### src/rtl/afcb_pkg.sv
// package: offsets, reset values and carrier types of the coefficient bank
// assumes: byte-wide register port with 8-bit addresses
package afcb_pkg;
  localparam int AFCB_NUM_REGS = 10;
  localparam int AFCB_NUM_COEFS = 5;
  localparam logic [7:0] AFCB_FIRST_OFFSET = 8'h19;
  localparam logic [7:0] AFCB_LAST_OFFSET = 8'h22;
  localparam logic [7:0] AFCB_OFS_DEN1_UPPER = 8'h19;
  localparam logic [7:0] AFCB_OFS_DEN1_LOWER = 8'h1A;
  localparam logic [7:0] AFCB_OFS_NUM0_UPPER = 8'h1B;
  localparam logic [7:0] AFCB_OFS_NUM0_LOWER = 8'h1C;
  localparam logic [7:0] AFCB_OFS_NUM1_UPPER = 8'h1D;
  localparam logic [7:0] AFCB_OFS_NUM1_LOWER = 8'h1E;
  localparam logic [7:0] AFCB_OFS_NUM2_UPPER = 8'h1F;
  localparam logic [7:0] AFCB_OFS_NUM2_LOWER = 8'h20;
  localparam logic [7:0] AFCB_OFS_NUM3_UPPER = 8'h21;
  localparam logic [7:0] AFCB_OFS_NUM3_LOWER = 8'h22;
  localparam logic [7:0] AFCB_RST_DEN1_UPPER = 8'h53;
  localparam logic [7:0] AFCB_RST_DEN1_LOWER = 8'h7E;
  localparam logic [7:0] AFCB_RST_NUM0_UPPER = 8'h6B;
  localparam logic [7:0] AFCB_RST_NUM0_LOWER = 8'hE3;
  localparam logic [7:0] AFCB_RST_NUM1_UPPER = 8'h96;
  localparam logic [7:0] AFCB_RST_NUM1_LOWER = 8'h66;
  localparam logic [7:0] AFCB_RST_NUM2_UPPER = 8'h67;
  localparam logic [7:0] AFCB_RST_NUM2_LOWER = 8'h00;
  localparam logic [7:0] AFCB_RST_NUM3_UPPER = 8'h6B;
  localparam logic [7:0] AFCB_RST_NUM3_LOWER = 8'h00;
  localparam logic [7:0] AFCB_UNMAPPED_DATA = 8'h00;

  typedef struct packed {
    logic [7:0] addr;
    logic [7:0] wdata;
    logic wr;
    logic rd;
  } afcb_req_s;

  typedef struct packed {
    logic signed [15:0] den1;
    logic signed [15:0] num0;
    logic signed [15:0] num1;
    logic signed [15:0] num2;
    logic signed [15:0] num3;
  } afcb_coefs_s;
endpackage

### src/rtl/afcb_bank.sv
// file: top of the filter coefficient bank, ten byte registers
// assumes: single clock, master strobes one cycle wide, never both at once
//
// What this block does
// RL1 - each coefficient is its upper byte joined to its lower byte into one signed 16-bit word.
// RL2 - every 16-bit code from -32768 to 32767 is accepted as a coefficient.
// RL3 - the registers at offsets 25 to 34 are eight bits wide and fully read/write.
// RL4 - after reset the de-emphasis denominator tap one holds upper 0x53 and lower 0x7E.
// RL5 - after reset numerator tap zero holds upper 0x6B and lower 0xE3.
// RL6 - after reset numerator tap one holds upper 0x96 and lower 0x66.
// RL7 - after reset the upper byte of numerator tap two holds 0x67.
// RL8 - after reset the upper byte of numerator tap three holds 0x6B.
// RL9 - a read returns the last byte written or the reset value, with no side effect.
//
// Implementation choice: the strobed register port.
`timescale 1ns/1ps
module afcb_bank #(
  parameter int NUM_REGS = afcb_pkg::AFCB_NUM_REGS
) (
  input wire logic clk,
  input wire logic rst_b,
  input wire logic [7:0] reg_addr,
  input wire logic [7:0] reg_wdata,
  input wire logic reg_wr,
  input wire logic reg_rd,
  output logic [7:0] reg_rdata_q,
  output afcb_pkg::afcb_coefs_s coefs_q
);
  import afcb_pkg::*;

  localparam logic [7:0] RST_TABLE [NUM_REGS] = '{
    AFCB_RST_DEN1_UPPER, AFCB_RST_DEN1_LOWER,
    AFCB_RST_NUM0_UPPER, AFCB_RST_NUM0_LOWER,
    AFCB_RST_NUM1_UPPER, AFCB_RST_NUM1_LOWER,
    AFCB_RST_NUM2_UPPER, AFCB_RST_NUM2_LOWER,
    AFCB_RST_NUM3_UPPER, AFCB_RST_NUM3_LOWER
  };

  // the map is fixed: ten bytes, paired into five words
  generate
    if (NUM_REGS != AFCB_NUM_REGS || NUM_REGS % 2 != 0) begin : g_bad_count
      $error("afcb_bank: register count must match the map");
    end
  endgenerate

  afcb_req_s req;
  logic [7:0] regs [NUM_REGS];
  logic [7:0] idx;
  logic in_map;
  logic [7:0] rd_mux;
  logic [8*NUM_REGS-1:0] regs_flat;

  assign req = '{addr: reg_addr, wdata: reg_wdata, wr: reg_wr, rd: reg_rd};
  assign in_map = (req.addr >= AFCB_FIRST_OFFSET) &&
                  (req.addr <= AFCB_LAST_OFFSET);
  assign idx = req.addr - AFCB_FIRST_OFFSET;

  // one register per offset, reset value from the table
  generate
    for (genvar g = 0; g < NUM_REGS; g++) begin : g_reg
      afcb_byte_reg #(
        .RESET_VALUE(RST_TABLE[g])
      ) u_reg (
        .clk(clk),
        .rst_b(rst_b),
        .wr_en(req.wr && in_map && (idx == 8'(g))),
        .wdata(req.wdata),
        .value_q(regs[g])
      );
      assign regs_flat[8*g +: 8] = regs[g];

    end
  endgenerate

  always_comb begin
    rd_mux = AFCB_UNMAPPED_DATA;
    if (in_map) begin
      rd_mux = regs[idx[3:0]]; // RL9
    end
  end

  // read data stands one cycle after the strobe, else zero
  always_ff @(posedge clk or negedge rst_b) begin
    if (!rst_b) begin
      reg_rdata_q <= 8'h00;
    end else if (req.rd) begin
      reg_rdata_q <= rd_mux; // RL9
    end else begin
      reg_rdata_q <= 8'h00;
    end
  end

  // signed words for the filter, registered
  always_ff @(posedge clk or negedge rst_b) begin
    if (!rst_b) begin
      coefs_q.den1 <= {AFCB_RST_DEN1_UPPER, AFCB_RST_DEN1_LOWER}; // RL4
      coefs_q.num0 <= {AFCB_RST_NUM0_UPPER, AFCB_RST_NUM0_LOWER}; // RL5
      coefs_q.num1 <= {AFCB_RST_NUM1_UPPER, AFCB_RST_NUM1_LOWER}; // RL6
      coefs_q.num2 <= {AFCB_RST_NUM2_UPPER, AFCB_RST_NUM2_LOWER}; // RL7
      coefs_q.num3 <= {AFCB_RST_NUM3_UPPER, AFCB_RST_NUM3_LOWER}; // RL8
    end else begin
      // full 16-bit span passes unclipped
      coefs_q.den1 <= signed'({regs[0], regs[1]}); // RL1 RL2
      coefs_q.num0 <= signed'({regs[2], regs[3]}); // RL1
      coefs_q.num1 <= signed'({regs[4], regs[5]}); // RL1
      coefs_q.num2 <= signed'({regs[6], regs[7]}); // RL1
      coefs_q.num3 <= signed'({regs[8], regs[9]}); // RL1
    end
  end

  // checks
  logic past_valid_q;
  always_ff @(posedge clk or negedge rst_b) begin
    if (!rst_b) begin
      past_valid_q <= 1'b0;
    end else begin
      past_valid_q <= 1'b1;
    end
  end
endmodule

### src/rtl/afcb_byte_reg.sv
// file: one byte-wide read/write register with a reset value
// assumes: write enable decoded by the parent, same clock domain
`timescale 1ns/1ps
module afcb_byte_reg #(
  parameter logic [7:0] RESET_VALUE = 8'h00
) (
  input wire logic clk,
  input wire logic rst_b,
  input wire logic wr_en,
  input wire logic [7:0] wdata,
  output logic [7:0] value_q
);
  import afcb_pkg::*;

  // all eight bits writable
  always_ff @(posedge clk or negedge rst_b) begin
    if (!rst_b) begin
      value_q <= RESET_VALUE;
    end else if (wr_en) begin
      value_q <= wdata; // RL3
    end
  end
endmodule

### config.mk
export PLATFORM = sky130hd
export DESIGN_NAME = afcb_bank
export DESIGN_NICKNAME = d
export VERILOG_FILES = /design/src/rtl/afcb_pkg.sv /design/src/rtl/afcb_bank.sv /design/src/rtl/afcb_byte_reg.sv
export SDC_FILE = /design/constraint.sdc
export NUM_CORES = 1
export LEC_CHECK = 0
export CAP_MARGIN = 20
export CORE_ASPECT_RATIO = 0.5
export CORE_MARGIN = 3
export CORE_UTILIZATION = 60
export DETAILED_ROUTE_END_ITERATION = 16
export DONT_BUFFER_PORTS = 1
export GPL_TIMING_DRIVEN = 1
export HOLD_SLACK_MARGIN = 0.03
export PLACE_DENSITY = 0.83
export SLEW_MARGIN = 25
export SYNTH_ARGS = -nofsm -noshare
export SYNTH_HDL_FRONTEND = slang
export SYNTH_SLANG_ARGS = --single-unit
### constraint.sdc
create_clock -name clk -period 1.6 [get_ports clk]
set_input_delay 0.4 -clock clk [delete_from_list [all_inputs] [get_ports clk]]
set_output_delay 0.4 -clock clk [all_outputs]
set_load 0.01 [all_outputs]
==> impl_metrics.tcl <==
set metrics [dict create \
    result_of_the_run "finished with violations" \
    failed_checks "negative hold slack, negative setup slack" \
    holdWs_ps -320 \
    via_count 3554 \
    tritoncts "built" \
    data_arrival_time_of_the_critical_path_ps 2130 \
    timing.max_cap.violations 0 \
    most_repeated_cell_in_the_gate_level_netlist_after_synthesis "sky130_fd_sc_hd__dfrtp_1" \
    via_per_inst 6.31 \
    h-tree-depth 4 \
    placement_rows 25 \
    cellLeakagePower_nw 3.50 \
    worstSetupStartpointType "primary input" \
    yosys_register_bits 168 \
    synth.yosys.seq_area_share_pct 67.7 \
    worst-r2r-setup-slack_ps 110 \
    setup_repair_after_global_routing_missed_its_margin "yes" \
    top_level_ports 108 \
    share_seq_of_total_power_pct 49.6 \
    worstReg2RegStart "g_reg[7].u_reg.value_q[4]" \
    fp.dieArea_mm2 0.0119 \
    post_synth_main_area_contributors "sky130_fd_sc_hd__dfrtp_1 (36%), sky130_fd_sc_hd__dfstp_2 (31%), sky130_fd_sc_hd__mux2_2 (14%)" \
    final_layout_size_suffix_gt1_share_pct 61.0 \
    final_cell_area_mm2 0.00777 \
    number_of_enable_flip_flop_cells_after_synthesis 0 \
    clock_tree.buffer_depth 2 \
    setup-violations-final 81 \
    die_h_um 78.8 \
    swShare_pct 21.3 \
    grt_usage_pct 27.6 \
    timing.critical_path.fanout_max 9 \
    placedInstanceArea_mm2 0.00683 \
    post-place-cells 529 \
    power.clock.fraction_pct 46.3 \
    totalWireLength_um 15600 \
    synth_area_leader_cell "sky130_fd_sc_hd__dfrtp_1" \
    layoutNonFillerInstCount 563 \
    power_density_mw_per_mm2 1150 \
    worstSetupEndpointType "flop" \
    worstHoldPathType "primary input to async pin" \
    r2r.worst_path.cells 5 \
    clk_pin_slew_worst_paths_ps 60 \
    antenna_cells_inserted 0 \
    initial_utilization_pct 64.5 \
    gp_congestion 0.966 \
    slew_viol_final 0 \
    clock-skew-final_ps 8.01 \
    clk-insertion-delay-late_ps 420 \
    synthesis.nets 413 \
    route.detailed.wl_per_inst_um 27.7 \
    core-area_mm2 0.00985 \
    areaGrowthSynthToFinish_pct 22.4 \
    grt_antenna_before_repair 0 \
    cts.sink_count 168 \
    final.period_utilization_pct 115 \
    syn_inst_count 389 \
    vdd.ir_drop.worst_v 0.000821 \
    ant_nets 0 \
    multiInputGateArea_mm2 0.00233 \
    most_used_flip_flop_cell_after_synthesis "sky130_fd_sc_hd__dfrtp_1" \
    synth_top_cell_area_share_pct 36.2 \
    cp_data_required_time_ps 1890 \
    synth.lib_cells_used.distinct 36 \
    first_global_vias 3830 \
    hold_viol 168 \
    grt_max_degree 169 \
    port_buffers 0 \
    num-fill-cells 506 \
    finalWorstPathRequiredPeriod_ps 1830 \
    syn-mean-instance-area_um2 16.3 \
    fmax_mhz 546 \
    list_of_most_frequent_post_synthesis_cells "sky130_fd_sc_hd__dfrtp_1 (92), sky130_fd_sc_hd__mux2_2 (80), sky130_fd_sc_hd__dfstp_2 (76)" \
    layout_setup_ws_ps -233 \
    footprint_of_the_flip_flops_and_latches_mm2 0.00430 \
    internal_power_mw 7.07 \
    nNetsFinal 439 \
    die_w_um 152 \
    async_reset_ff_share_pct 100 \
    first_pass_iters 5 \
    detail_route.drc_violations 0 \
    power.combinational.fraction_pct 4.1 \
    synth-warning-count 0 \
    first_pass_grt_wire_length_um 23800 \
    drtIter0Drc 325 \
    grt_overflow_total 0 \
    slew_headroom_pct 54.3 \
    synth_area_mm2 0.00635 \
    numCtsBuffers 17 \
    post_dp_hpwl_um 9020 \
    timing.setup.critical_path_class "primary input to flop" \
    p_switching_mw 1.91 \
    clk_root_buffer_cell "sky130_fd_sc_hd__clkbuf_16" \
    worstReg2RegEnd "reg_rdata_q[4]" \
    timing_worst_slew_pin_value_ps 683 \
]
==> layout by cell type, fill, tap and decap left out, types with 3 or more instances in the layout <==
| master | synthesis | layout |
|---|---|---|
| sky130_fd_sc_hd__dfstp_2 | 76 | 76 |
| sky130_fd_sc_hd__nand2_8 | 0 | 3 |
| sky130_fd_sc_hd__nor2_1 | 9 | 9 |
| sky130_fd_sc_hd__nand2_1 | 31 | 27 |
| sky130_fd_sc_hd__nor3_4 | 7 | 7 |
| sky130_fd_sc_hd__nor3_2 | 0 | 4 |
| sky130_fd_sc_hd__buf_12 | 0 | 10 |
| sky130_fd_sc_hd__clkbuf_8 | 0 | 4 |
| sky130_fd_sc_hd__buf_4 | 2 | 13 |
| sky130_fd_sc_hd__dfrtp_1 | 92 | 92 |
| sky130_fd_sc_hd__a21oi_1 | 8 | 8 |
| sky130_fd_sc_hd__mux2_2 | 80 | 27 |
| sky130_fd_sc_hd__buf_6 | 1 | 4 |
| sky130_fd_sc_hd__clkbuf_16 | 0 | 19 |
| sky130_fd_sc_hd__mux4_2 | 16 | 16 |
| sky130_fd_sc_hd__mux2i_1 | 8 | 8 |
| sky130_fd_sc_hd__nand3_1 | 7 | 7 |
| sky130_fd_sc_hd__nor3_1 | 8 | 4 |
| sky130_fd_sc_hd__mux2_4 | 0 | 53 |
==> state kept, by name, indices dropped and copies added, names as in the netlist <==
name	flops
reg_rdata_q	8
coefs_q	80
g.u_reg.value_q	80
==> power groups by stage <==
| stage | sequential, mW | clock, mW | combinational (mW) |
|---|---|---|---|
| after floorplan | 4.50 | 0 | 0.270 |
| after global placement | 4.52 | 0 | 0.284 |
| after detailed placement | 4.52 | 0 | 0.298 |
| after CTS | 4.45 | 4.20 | 0.325 |
| after global routing | 4.46 | 4.40 | 0.378 |
| final | 4.45 | 4.16 | 0.364 |
==> critical path: stages <==
cell and delay (ps):
sky130_fd_sc_hd__or4b_4 530, sky130_fd_sc_hd__a211oi_4 270, sky130_fd_sc_hd__nor3_4 150, sky130_fd_sc_hd__nor3_4 260, sky130_fd_sc_hd__buf_12 170, sky130_fd_sc_hd__mux2_4 320
==> through the flow <==
stage | utilization (%) | total power, mW | hold WS [ps] | setup TNS (ps) | worst slack, ps
floorplan | - | 4.77 | 104 | -53100 | -909
global placement | 69.4 | 4.80 | 111 | -44510 | -602
detailed placement | 69.4 | 4.82 | 108 | -51680 | -679
CTS | 78.1 | 8.98 | -334 | -8380 | -237
global route | 78.9 | 9.24 | -342 | -12240 | -246
finish | 78.9 | 8.97 | -320 | -11080 | -233
==> worst max-delay path by stage <==
stage / startpoint / to / slack [ps] / cells after the start
6_report: reg_addr[2] / g_reg[8].u_reg.value_q[7] / -230 / 6
5_1_grt: reg_addr[2] / g_reg[5].u_reg.value_q[4] / -250 / 6
4_1_cts: reg_addr[2] / g_reg[5].u_reg.value_q[4] / -240 / 6
3_5_place_dp: reg_addr[2] / g_reg[5].u_reg.value_q[4] / -680 / 7
3_3_place_gp: reg_addr[0] / g_reg[6].u_reg.value_q[7] / -600 / 6
2_1_floorplan: reg_addr[0] / g_reg[7].u_reg.value_q[0] / -910 / 10
==> layout make-up <==
cell class | count | area share, %
inverters | 3 | 0.257
multi-input cells | 198 | 30.0
clock inverters | 8 | 1.03
repair buffers | 27 | 4.41
clock buffers | 24 | 6.87
well taps | 135 | 2.17
flip-flops and latches | 168 | 55.3
==> logic make-up after synthesis <==
kind of cell | synth area share, %
AOI/OAI and AO/OA | 1.85
xor gates and xnor gates | 0.551
adders and majority gates | 0.788
buffers and inverters | 1.65
DFF | 67.7
muxes | 21.1
and+or+nand+nor | 6.38
==> repair_timing <==
item | in CTS | in global routing
buffers inserted | 1 | 2
endpoints found under the setup margin | 84 | 88
pin swaps | 10 | 8
gates resized for setup | 54 | 19
endpoints found under the hold margin | 168 | 168
cloned | 0 | 0
==> routing by layer <==
layer  vias to the layer above  share of wire [%]  GRT usage, %
met3                        25                7.3          8.49
met2                       184                 48          43.1
met4                         0                2.0          9.23
met5                         -                  0             0
met1                      1926                 42          37.6
li1                       1419                  -             -
Power figures use the tool's default switching activity.
